## config.mk

```make
export PLATFORM = sky130hd
export DESIGN_NAME = spcc_port
export DESIGN_NICKNAME = d
export VERILOG_FILES = /design/src/inc/spcc_pkg.sv /design/src/inc/spcc_buf_if.sv /design/src/hdl/spcc_port.sv /design/src/hdl/spcc_buf.sv
export SDC_FILE = /design/constraint.sdc
export NUM_CORES = 1
export LEC_CHECK = 0
export BUFFER_PORTS_ARGS = -buffer_cell sky130_fd_sc_hd__buf_2
export CAP_MARGIN = 20
export CORE_MARGIN = 2
export CORE_UTILIZATION = 39
export CTS_BUF_LIST = sky130_fd_sc_hd__clkbuf_16
export DETAILED_ROUTE_END_ITERATION = 12
export PLACE_DENSITY_LB_ADDON = 0.3
export SYNTH_ARGS = -nofsm -noshare
export SYNTH_HDL_FRONTEND = slang
export SYNTH_SLANG_ARGS = --single-unit
export TNS_END_PERCENT = 30
```

## constraint.sdc

```tcl
create_clock -name clk -period 2.45 [get_ports clk]
set_input_delay 0.49 -clock clk [delete_from_list [all_inputs] [get_ports clk]]
set_output_delay 0.49 -clock clk [all_outputs]
set_load 0.02 [all_outputs]
```

## src/inc/spcc_pkg.sv

```systemverilog
package spcc_pkg;
	localparam int SPCC_AW = 12;
	localparam int SPCC_DW = 32;

	// Register indices; the byte address is four times the index
	localparam logic [7:0] SPCC_CFG_IDX  = 8'h0E;
	localparam logic [7:0] SPCC_DIV_IDX  = 8'h0F;
	localparam logic [7:0] SPCC_CTL_IDX  = 8'h10;
	localparam logic [7:0] SPCC_STAT_IDX = 8'h11;
	localparam logic [7:0] SPCC_TX_IDX   = 8'h12;
	localparam logic [7:0] SPCC_RX_IDX   = 8'h13;

	localparam logic [SPCC_AW-1:0] SPCC_CFG_ADDR  = {2'h0, SPCC_CFG_IDX, 2'h0};
	localparam logic [SPCC_AW-1:0] SPCC_DIV_ADDR  = {2'h0, SPCC_DIV_IDX, 2'h0};
	localparam logic [SPCC_AW-1:0] SPCC_CTL_ADDR  = {2'h0, SPCC_CTL_IDX, 2'h0};
	localparam logic [SPCC_AW-1:0] SPCC_STAT_ADDR = {2'h0, SPCC_STAT_IDX, 2'h0};
	localparam logic [SPCC_AW-1:0] SPCC_TX_ADDR   = {2'h0, SPCC_TX_IDX, 2'h0};
	localparam logic [SPCC_AW-1:0] SPCC_RX_ADDR   = {2'h0, SPCC_RX_IDX, 2'h0};

	// Configuration fields
	localparam int SPCC_POL_BIT = 0;
	localparam int SPCC_PHA_BIT = 1;
	localparam int SPCC_CHR_BIT = 2;
	localparam int SPCC_SAS_BIT = 6;
	localparam int SPCC_IE_BIT  = 7;
	localparam logic [7:0] SPCC_CFG_RSVD = 8'h38;
	localparam logic [7:0] SPCC_CFG_RST  = 8'h00;
	localparam logic [7:0] SPCC_DIV_RST  = 8'h00;

	// Control and status fields
	localparam int SPCC_EN_BIT   = 0;
	localparam int SPCC_MST_BIT  = 1;
	localparam int SPCC_MODE_FAULT_FLAG_BIT = 0;
	localparam int SPCC_WRITE_COLLISION_FLAG_BIT = 1;
	localparam int SPCC_RECEIVE_OVERRUN_FLAG_BIT = 2;
	localparam int SPCC_DONE_BIT = 3;

	// Clock edges per character and first bit index
	localparam logic [5:0] SPCC_EDGES_SHORT = 6'h10;
	localparam logic [5:0] SPCC_EDGES_LONG  = 6'h20;
	localparam logic [3:0] SPCC_MSB_SHORT   = 4'h7;
	localparam logic [3:0] SPCC_MSB_LONG    = 4'hF;
	localparam int SPCC_CHAR_W    = 16;
	localparam int SPCC_BUF_DEPTH = 2;

	typedef enum logic [2:0] {
		SPCC_IDLE = 3'h1,
		SPCC_XFER = 3'h2,
		SPCC_DONE = 3'h4
	} spcc_fsm_t;
endpackage

```

## src/inc/spcc_buf_if.sv

```systemverilog
interface spcc_buf_if #(parameter int W = 16);
	logic [W-1:0] in_data;
	logic         in_valid;
	logic         in_ready;
	logic [W-1:0] out_data;
	logic         out_valid;
	logic         out_ready;

	modport filler (
		output in_data, in_valid, out_ready,
		input  in_ready, out_data, out_valid
	);
	modport store (
		input  in_data, in_valid, out_ready,
		output in_ready, out_data, out_valid
	);
endinterface

```

## src/hdl/spcc_port.sv

```systemverilog
// Functional notes
// (RULE_01) Reset clears the configuration and clock divider registers to zero.
// (RULE_02) Polarity bit one makes falling edge active; zero makes rising edge active.
// (RULE_03) Phase bit one samples on inactive edge; zero samples on active edge.
// (RULE_04) Character length bit selects eight bits at zero, sixteen at one.
// (RULE_05) Configuration bits five to three are reserved and read zero.
// (RULE_06) Select level bit zero means select is active low; one, active high.
// (RULE_07) Interrupt enable lets any of the four status flags request an interrupt.
// (RULE_08) Master clock runs at half system clock over divide ratio plus one.
// (RULE_09) In slave mode the divider has no effect and clock generation stops.
// (RULE_10) Interrupt request is enable AND the OR of the flags, held as a level.
//
// Decided for this implementation: the APB register port.
module spcc_port #(
	parameter int BUF_DEPTH = 2
) (
	input  wire logic                            clk,
	input  wire logic                            rst_n,
	input  wire logic                            psel,
	input  wire logic                            penable,
	input  wire logic                            pwrite,
	input  wire logic [spcc_pkg::SPCC_AW-1:0]    paddr,
	input  wire logic [spcc_pkg::SPCC_DW-1:0]    pwdata,
	output      logic [spcc_pkg::SPCC_DW-1:0]    prdata,
	output      logic                            pready,
	output      logic                            pslverr,
	input  wire logic                            sclk_i,
	output      logic                            sclk_o,
	output      logic                            sclk_oe,
	input  wire logic                            mosi_i,
	output      logic                            mosi_o,
	output      logic                            mosi_oe,
	input  wire logic                            miso_i,
	output      logic                            miso_o,
	output      logic                            miso_oe,
	input  wire logic                            ssel_i,
	output      logic                            port_irq
);
	import spcc_pkg::*;

	typedef struct packed {
		logic [7:0]  cfg;
		logic [7:0]  div;
		logic [1:0]  ctl;
		logic [3:0]  flags;
		logic [15:0] txd;
		logic        go;
		spcc_fsm_t   st;
		logic [7:0]  divcnt;
		logic        sclk;
		logic        sclk_prev;
		logic [5:0]  edges;
		logic [3:0]  bitp;
		logic [15:0] txsh;
		logic [15:0] rxsh;
		logic        push;
		logic [15:0] pdata;
		logic        dout;
		logic        sclk_oe;
		logic        mosi_oe;
		logic        miso_oe;
		logic        irq;
		logic [31:0] prdata;
		logic        pready;
		logic        pslverr;
		logic        rdv;
	} spcc_regs_t;

	spcc_regs_t q_r;
	spcc_regs_t q_nxt;

	logic       mst;
	logic       en;
	logic       sel;
	logic       pha;
	logic       din;
	logic       setup;
	logic       access;
	logic       wr_ok;
	logic       busy;
	logic [5:0] last;
	logic       edge_ev;
	logic       active;
	logic       smp;
	logic       shf;
	logic [3:0] set;
	logic [3:0] clr;

	spcc_buf_if #(.W(SPCC_CHAR_W)) bif ();

	spcc_buf #(
		.W     (SPCC_CHAR_W),
		.DEPTH (BUF_DEPTH)
	) u_buf (
		.clk   (clk),
		.rst_n (rst_n),
		.bus   (bif.store)
	);

	function automatic logic spcc_hit(input logic [SPCC_AW-1:0] a);
		return a inside {SPCC_CFG_ADDR, SPCC_DIV_ADDR, SPCC_CTL_ADDR,
			SPCC_STAT_ADDR, SPCC_TX_ADDR, SPCC_RX_ADDR};
	endfunction

	assign mst    = q_r.ctl[SPCC_MST_BIT];
	assign en     = q_r.ctl[SPCC_EN_BIT];
	assign sel    = (ssel_i == q_r.cfg[SPCC_SAS_BIT]); // RULE_06
	assign pha    = q_r.cfg[SPCC_PHA_BIT];
	assign din    = mst ? miso_i : mosi_i;
	assign setup  = psel & ~penable;
	assign access = psel & penable & q_r.pready;
	assign wr_ok  = access & pwrite & ~q_r.pslverr;
	assign busy   = (q_r.st != SPCC_IDLE) | q_r.go;
	assign last   = q_r.cfg[SPCC_CHR_BIT] ? SPCC_EDGES_LONG : SPCC_EDGES_SHORT; // RULE_04

	// Master edges come from the divider, slave edges from the pin
	assign edge_ev = (q_r.st == SPCC_XFER) &
		(mst ? (q_r.divcnt == q_r.div) : (sclk_i != q_r.sclk_prev)); // RULE_08
	// Clock idles at the polarity level, so even-numbered edges are active
	assign active = ~q_r.edges[0]; // RULE_02
	assign smp    = pha ? ~active : active; // RULE_03
	assign shf    = pha ? (active & (q_r.edges != 6'h00)) : ~active; // RULE_03

	// Pop only a word that was present at setup, so the returned data matches
	assign bif.out_ready = access & ~pwrite & (paddr == SPCC_RX_ADDR) & q_r.rdv;
	assign bif.in_valid  = q_r.push;
	assign bif.in_data   = q_r.pdata;

	always_comb begin
		set = 4'h0;
		clr = 4'h0;
		q_nxt = q_r;
		q_nxt.push = 1'b0;
		q_nxt.pready = setup;
		q_nxt.sclk_prev = sclk_i;

		if (setup) begin
			q_nxt.pslverr = ~spcc_hit(paddr);
			q_nxt.rdv = bif.out_valid;
			case (paddr)
				SPCC_CFG_ADDR:  q_nxt.prdata = {24'h000000, q_r.cfg}; // RULE_05
				SPCC_DIV_ADDR:  q_nxt.prdata = {24'h000000, q_r.div};
				SPCC_CTL_ADDR:  q_nxt.prdata = {30'h00000000, q_r.ctl};
				SPCC_STAT_ADDR: q_nxt.prdata = {26'h0000000, bif.out_valid, busy, q_r.flags};
				SPCC_TX_ADDR:   q_nxt.prdata = {16'h0000, q_r.txd};
				SPCC_RX_ADDR:   q_nxt.prdata = {15'h0000, bif.out_valid, bif.out_data};
				default:        q_nxt.prdata = 32'h00000000;
			endcase
		end

		if (wr_ok) begin
			case (paddr)
				SPCC_CFG_ADDR: q_nxt.cfg = pwdata[7:0] & ~SPCC_CFG_RSVD; // RULE_05
				SPCC_DIV_ADDR: q_nxt.div = pwdata[7:0];
				SPCC_CTL_ADDR: q_nxt.ctl = pwdata[1:0];
				SPCC_STAT_ADDR: clr = pwdata[3:0];
				SPCC_TX_ADDR: begin
					// A write during a character would corrupt the shifter
					if (busy) begin
						set[SPCC_WRITE_COLLISION_FLAG_BIT] = 1'b1;
					end else begin
						q_nxt.txd = pwdata[15:0];
						q_nxt.go = mst & en;
					end
				end
				default: ;
			endcase
		end

		case (q_r.st)
			SPCC_IDLE: begin
				q_nxt.edges = 6'h00;
				q_nxt.divcnt = 8'h00;
				q_nxt.sclk = q_r.cfg[SPCC_POL_BIT]; // RULE_02
				q_nxt.bitp = q_r.cfg[SPCC_CHR_BIT] ? SPCC_MSB_LONG : SPCC_MSB_SHORT; // RULE_04
				// A full buffer holds the next master character back
				if (en && mst && q_r.go && !sel && bif.in_ready) begin
					q_nxt.go = 1'b0;
					q_nxt.txsh = q_r.txd;
					q_nxt.rxsh = 16'h0000;
					q_nxt.st = SPCC_XFER;
				end else if (en && !mst && sel) begin // RULE_06
					q_nxt.txsh = q_r.txd;
					q_nxt.rxsh = 16'h0000;
					q_nxt.st = SPCC_XFER;
				end
			end
			SPCC_XFER: begin
				if (mst) begin
					q_nxt.divcnt = edge_ev ? 8'h00 : q_r.divcnt + 8'h01; // RULE_08
				end
				if (edge_ev) begin
					if (mst) begin
						q_nxt.sclk = ~q_r.sclk; // RULE_08
					end
					if (smp) begin
						q_nxt.rxsh = {q_r.rxsh[14:0], din}; // RULE_03
					end
					if (shf) begin
						q_nxt.bitp = q_r.bitp - 4'h1;
					end
					q_nxt.edges = q_r.edges + 6'h01;
					if (q_nxt.edges == last) begin
						q_nxt.st = SPCC_DONE; // RULE_04
					end
				end
				// Deselect mid-character drops the partial word
				if (!en || (!mst && !sel)) begin
					q_nxt.st = SPCC_IDLE;
				end
			end
			SPCC_DONE: begin
				set[SPCC_DONE_BIT] = 1'b1;
				if (bif.in_ready) begin
					q_nxt.push = 1'b1;
					q_nxt.pdata = q_r.cfg[SPCC_CHR_BIT] ? q_r.rxsh
						: {8'h00, q_r.rxsh[7:0]}; // RULE_04
				end else begin
					// A slave cannot stall its master, so the word is lost
					set[SPCC_RECEIVE_OVERRUN_FLAG_BIT] = 1'b1;
				end
				q_nxt.st = SPCC_IDLE;
			end
			default: q_nxt.st = SPCC_IDLE;
		endcase

		// Another master selecting us while we drive the clock
		if (mst && en && sel && busy) begin
			set[SPCC_MODE_FAULT_FLAG_BIT] = 1'b1;
			q_nxt.go = 1'b0;
			q_nxt.st = SPCC_IDLE;
		end
		if (!en) begin
			q_nxt.go = 1'b0;
		end
		if (!mst) begin
			q_nxt.divcnt = 8'h00; // RULE_09
		end

		// Set wins over a clear in the same cycle
		q_nxt.flags = (q_r.flags & ~clr) | set;
		q_nxt.irq = q_nxt.cfg[SPCC_IE_BIT] & (|q_nxt.flags); // RULE_07 RULE_10
		q_nxt.dout = q_nxt.txsh[q_nxt.bitp];
		q_nxt.sclk_oe = q_nxt.ctl[SPCC_MST_BIT] & q_nxt.ctl[SPCC_EN_BIT]; // RULE_09
		q_nxt.mosi_oe = q_nxt.ctl[SPCC_MST_BIT] & q_nxt.ctl[SPCC_EN_BIT];
		q_nxt.miso_oe = ~q_nxt.ctl[SPCC_MST_BIT] & q_nxt.ctl[SPCC_EN_BIT]
			& (ssel_i == q_nxt.cfg[SPCC_SAS_BIT]); // RULE_06
	end

	always_ff @(posedge clk or negedge rst_n) begin
		if (!rst_n) begin
			q_r <= '{st: SPCC_IDLE, default: '0}; // RULE_01
		end else begin
			q_r <= q_nxt;
		end
	end

	assign prdata   = q_r.prdata;
	assign pready   = q_r.pready;
	assign pslverr  = q_r.pslverr;
	assign sclk_o   = q_r.sclk;
	assign sclk_oe  = q_r.sclk_oe;
	assign mosi_o   = q_r.dout;
	assign mosi_oe  = q_r.mosi_oe;
	assign miso_o   = q_r.dout;
	assign miso_oe  = q_r.miso_oe;
	assign port_irq = q_r.irq;
endmodule // spcc_port

```

## src/hdl/spcc_buf.sv

```systemverilog
module spcc_buf #(
	parameter int W     = 16,
	parameter int DEPTH = 2
) (
	input  wire logic    clk,
	input  wire logic    rst_n,
	spcc_buf_if.store    bus
);
	import spcc_pkg::*;

	localparam int AW = (DEPTH > 1) ? $clog2(DEPTH) : 1;
	localparam int CW = $clog2(DEPTH + 1);

	if (DEPTH < 2 || (DEPTH & (DEPTH - 1)) != 0) begin : g_bad_depth
		$error("spcc_buf: DEPTH must be a power of two of at least two");
	end

	typedef struct packed {
		logic [DEPTH-1:0][W-1:0] mem;
		logic [AW-1:0]           rd;
		logic [AW-1:0]           wr;
		logic [CW-1:0]           cnt;
	} spcc_bufst_t;

	spcc_bufst_t q_r;
	spcc_bufst_t q_nxt;
	logic        push;
	logic        pop;

	assign bus.in_ready  = (q_r.cnt != CW'(DEPTH));
	assign bus.out_valid = (q_r.cnt != '0);
	assign bus.out_data  = q_r.mem[q_r.rd];
	assign push = bus.in_valid & bus.in_ready;
	assign pop  = bus.out_valid & bus.out_ready;

	always_comb begin
		q_nxt = q_r;
		if (push) begin
			q_nxt.mem[q_r.wr] = bus.in_data;
			q_nxt.wr = q_r.wr + 1'b1;
		end
		if (pop) begin
			q_nxt.rd = q_r.rd + 1'b1;
		end
		case ({push, pop})
			2'h2: q_nxt.cnt = q_r.cnt + 1'b1;
			2'h1: q_nxt.cnt = q_r.cnt - 1'b1;
			default: q_nxt.cnt = q_r.cnt;
		endcase
	end

	always_ff @(posedge clk or negedge rst_n) begin
		if (!rst_n) begin
			q_r <= '0;
		end else begin
			q_r <= q_nxt;
		end
	end
endmodule // spcc_buf

```

* Word level (Yosys, flattened, before mapping)
Index checks and enable logic that the tools add are counted.
** Cells by class
- Add/subtract/negate cells :: 7
- Order comparisons :: 4
- Equal/unequal tests :: 26
- Multiplexer cells :: 58
- Bitwise operators :: 29
- Reduce and logical (&&, ||, !) cells :: 28
** Operator list (number)
- $mux W16 :: 7
- $pmux W17 S6 :: 1
- $mux W32 :: 2
- $eq A12 B7 Y1 const B :: 4
- $mux W8 :: 5
- $mux W17 :: 2
- $bwmux W32 :: 1
- $pmux W16 S2 :: 1
- $eq A12 B6 Y1 const B :: 2
- $mux W4 :: 5
- $pmux W10 S2 :: 1
- $mux W1 :: 18
- $mux W18 :: 1
- $pmux W9 S2 :: 1
- $and A1 B1 Y1 :: 17
- $demux W16 S1 :: 1
- $mux W3 :: 5
- $reduce_bool A6 Y1 :: 2
- $logic_and A1 B1 Y1 :: 10
- $mux W10 :: 1
- $reduce_and A3 Y1 :: 3
- $add A8 B1 Y8 const B :: 1
- $eq A8 B8 Y1 :: 1
- $ne A2 B2 Y1 const B :: 4
- 37 further kinds :: 56
** Word-level totals
- Bits in registers :: 183
- Input bits :: 53
- Output and inout port bits :: 41
- Word-level logic and storage cells :: 182

* Depth between registers and ports, before layout
- Depth in word-level cells :: 10
- Gate-level depth with buffers :: 10
- Depth with buffers taken out :: 9

* By module
From an unflattened synthesis, not the netlist that was laid out.
** Second synthesis, totals
- Cell total of the unflattened synthesis :: 689
- Area, all modules :: 7973.9 µm²
** Modules (own cells, without submodules)
- spcc_port :: times used 1, cells each 586, area each 6274.8 µm², sequential area each 3304.4 µm²
- spcc_buf :: times used 1, cells each 103, area each 1699.1 µm², sequential area each 900.9 µm²

* Worst setup path before layout
Ideal clock, no wire load.
- Path type :: input-to-reg
- From :: in paddr[9] (netlist name)
- To :: reg q_r[120] (netlist name)
- Library setup time :: 125 ps
- Arrival :: 2387 ps
- Data required time :: 2325 ps
- Setup slack :: -62 ps
- Stages on the path :: 8
- Path buffers :: 1
- Cell sequence :: nor4_1 > nand2_1 > nor2_1 > nand2_1 > or3_1 > nor3_4 > buf_4 > mux2_2
** Between the ends
- Word-level cells in the longest chain between the ends :: 2
** RTL lines
- start, declared :: line spcc_port.sv:22 : input wire logic [spcc_pkg::SPCC_AW-1:0] paddr,
- $eq A12 B7 Y1 :: line spcc_port.sv:152 : case (paddr)
- $reduce_and A3 Y1 (no source line)
- end signal, assigned :: line spcc_port.sv:254 : q_r <= q_nxt;
- end, declared :: line spcc_port.sv:69 : spcc_regs_t q_r;
Every way passes these cells.
A chain may end at the register's enable or synchronous reset.

==> results.yml <==
setup_path:
  reg2reg_depth: 10
  reg2reg_to: "miso_o$_DFF_PN0_"
  end_kind: "register"
  critPathLaunchType: "register"
  cp.arrival_ns: 2.68
  r2r_start: "q_r[104]$_DFFE_PN0P_"
  required_ns: 2.78
  critPathKind: "reg -> reg"
  cp_max_fo: 9
  r2r_slack_ns: 0.1
floorplanning:
  io_pins: 94
  die_h_um: 145.5
  die_w_um: 145.5
  die_area_mm2: 0.02118
  core.rowCount: 51
  start_util: 0.3988
  fp.coreArea_mm2: 0.01959
timing:
  maxSlewViolCount: 0
  fin_crit_ns: 2.352
  fmax_mhz: 425.2
  final-hold-violation-count: 0
  tightest_slew_ns: 0.5936
  period_share: 0.9600
  skew_ns: 0.008679
  slew_headroom: 0.6043
  rsz0062_at_grt: "yes"
  setup_viol: 0
detailed_routing:
  first_pass_iters: 6
  routed-via-count: 5309
  drc_errors: 0
  wl_um: 16700
  wl_met2_um: 7790
  met1_length_um: 8083
  met3_length_um: 645
  drtIter0Drc: 346
  drt-vias-per-instance: 4.902
  routed.top_layer: "met4"
  wire_per_inst_um: 15.42
  antenna_left: 0
cells_and_area:
  utilization: 0.4730
  n_antenna_cell: 0
  area_growth_pct: 18.59
  nets: 863
  layout-drive-gt1-share: 0.2946
  fillCellCount: 1833
  final_area_mm2: 0.009265
placement:
  placed_cell_area_mm2: 0.008657
  hpwlAfterDp_um: 12320
  portBuffers: 62
  gp_congestion: 0.7996
clocking:
  cts_tree: "built"
  clkLatencyLatePin_ns: 0.42
  root_buffer: "clkbuf_16"
  clock_sinks: 168
  cts_buffers: 17
  htreeDepth: 4
  clockBufferDepth: 2
  cts.clk_slew.worst_paths_ns: 0.07
power_and_ir_drop:
  seq_power_share: 0.490
  pwr-share-comb: 0.030
  vdd_drop_max_mv: 0.4432
  p_sw_w: 0.001239
  finalPower_w: 0.005674
  switching_share: 0.2183
  p_int_w: 0.004436
  pwr-share-clk: 0.480
  total_leakage_power_nw: 4.434
  p_per_area_mw_per_mm2: 612.4
min_path:
  hp-class: "in -> async"
synthesis:
  synthArstFlopShare: 1.000
  syn_inst: 717
  yosys_warnings: 0
  synth_edf_count: 0
  synth_area_mm2: 0.007812
  seq_area_frac_synth: 0.5383
  synthDistinctLibCells: 54
  syn_avg_cell_area_um2: 10.90
  synthFlopType: "dfrtp_1"
  ys_seq_elements: 168
global_route:
  antenna_found_initial: 0
  grt_pass1_vias: 5352
  grtUsageTotal: 0.1689
  overflow: 0
  grt_pass1_wl_um: 28370
  grt_max_degree: 61
flow_run:
  maxCapViolations: 0
outcome:
  status: "finished clean"
## stage by stage
stage | TNS (ns) | hold slack (ns) | std cells | worst slack, ns
3_3_place_gp | -0.03352 | 0.4587 | 1051 | -0.03352
2_1_floorplan | 0 | 0.1944 | 731 | 0.0001936
6_report | 0 | 0.05742 | 1083 | 0.09795
3_5_place_dp | -0.02898 | 0.4588 | 1051 | -0.02712
4_1_cts | 0 | 0.06746 | 1083 | 0.04467
5_1_grt | -0.007875 | 0.09808 | 1083 | -0.007875
## power by group through the flow
stage	sequential, W	clock [W]	combinational [W]
after floorplan	0.00283	0	0.0000706
after global placement	0.00283	0	0.000174
after detailed placement	0.00283	0	0.000174
after CTS	0.00278	0.00279	0.000175
after global routing	0.00278	0.00291	0.000191
final	0.00278	0.00273	0.000169
## layer usage
layer,vias up,global-route usage
li1,2628,-
met1,2562,0.2311
met2,104,0.2723
met3,15,0.03762
met4,0,0.04657
met5,-,0
## logic make-up (layout without fill, tap and decap cells)
kind of cell,Yosys count,in the layout,share of synthesized area
multiplexers,110,110,0.1561
buffers and inverters,77,164,0.05413
flip-flops,168,168,0.5383
other,1,15,0.0004800
AO/OA/AOI/OAI,114,114,0.09161
adder cells (fa/ha/maj),5,5,0.008008
AND/OR/NAND/NOR,216,216,0.1222
XOR/XNOR,26,26,0.02915
## how the worst max path moves through the flow
| stage | start | endpoint | depth (start not counted) |
|---|---|---|---|
| floorplan | paddr[9] | q_r[120]$_DFFE_PN0P_ | 8 |
| global placement | ssel_i | miso_o$_DFF_PN0_ | 11 |
| detailed placement | ssel_i | miso_o$_DFF_PN0_ | 11 |
| CTS | q_r[140]$_DFFE_PN0P_ | miso_o$_DFF_PN0_ | 10 |
| global route | q_r[103]$_DFFE_PN0P_ | miso_o$_DFF_PN0_ | 10 |
| finish | q_r[104]$_DFFE_PN0P_ | miso_o$_DFF_PN0_ | 10 |
## cell usage in the layout, fill, tap and decap left out, drive strengths merged, types with 16 or more instances in the layout
cell | synthesis | final
nor2 | 38 | 38
buf | 38 | 121
dfrtp | 167 | 167
clkbuf | 28 | 17
o21ai | 61 | 61
mux2 | 82 | 82
inv | 10 | 16
nand3 | 21 | 21
mux2i | 28 | 28
nand2 | 122 | 122
xnor2 | 19 | 19
## worst max-delay path, cell delays in order, from the launching register on
cell and delay [ns]:
dfrtp_1 0.39, xnor2_1 0.17, nand4_1 0.20, o32ai_4 0.37, nand3_4 0.17, mux2i_4 0.23, buf_12 0.15, mux2i_1 0.11
mux2i_1 0.20, o21ai_1 0.08, mux2i_1 0.18
## synthesized netlist by cell type (5+ instances only)
cell | instances | share of area
nand2b_1 | 5 | 0.0040
mux2_2 | 78 | 0.11
nor2_1 | 38 | 0.018
dfrtp_1 | 167 | 0.53
clkbuf_1 | 26 | 0.012
o21ai_0 | 61 | 0.039
buf_4 | 35 | 0.034
inv_1 | 10 | 0.0048
mux2i_1 | 26 | 0.033
a21oi_1 | 14 | 0.0090
nor3_1 | 5 | 0.0032
xor2_1 | 7 | 0.0078
ha_1 | 5 | 0.0080
and2_1 | 6 | 0.0048
xnor2_1 | 19 | 0.021
nand3_1 | 20 | 0.013
nand2_1 | 122 | 0.059
o22ai_1 | 6 | 0.0048
## area by class of cell
| type | instances | area (um2) | area share |
|---|---|---|---|
| Multi-Input combinational cell | 486 | 3249 | 0.3507 |
| Timing Repair Buffer | 121 | 838.3 | 0.09048 |
| Clock inverter | 15 | 173.9 | 0.01877 |
| Sequential cell | 168 | 4205 | 0.4539 |
| Inverter | 11 | 41.29 | 0.004456 |
| Clock buffer | 17 | 425.4 | 0.04591 |
| Tap cell | 265 | 331.6 | 0.03579 |
## state kept, by name, indices dropped and copies added (netlist names)
| signal | flops |
|---|---|
| q_r | 88 |
| bif.in_data | 16 |
| bif.in_valid | 1 |
| en | 1 |
| miso_o | 1 |
| port_irq | 1 |
| pready | 1 |
| mosi_oe | 1 |
| pha | 1 |
| mst | 1 |
| miso_oe | 1 |
| pslverr | 1 |
| u_buf.q_r | 36 |
| prdata | 17 |
| sclk_o | 1 |
## repair_timing
| action | 4_1_cts | 5_1_grt |
|---|---|---|
| buffers inserted | 0 | 0 |
| setup endpoints to repair | 0 | 1 |
| hold buffers | 0 | 0 |
| resized for setup | 0 | 4 |
| endpoints found under the hold margin | 0 | 0 |
Power figures use the tool's default switching activity.
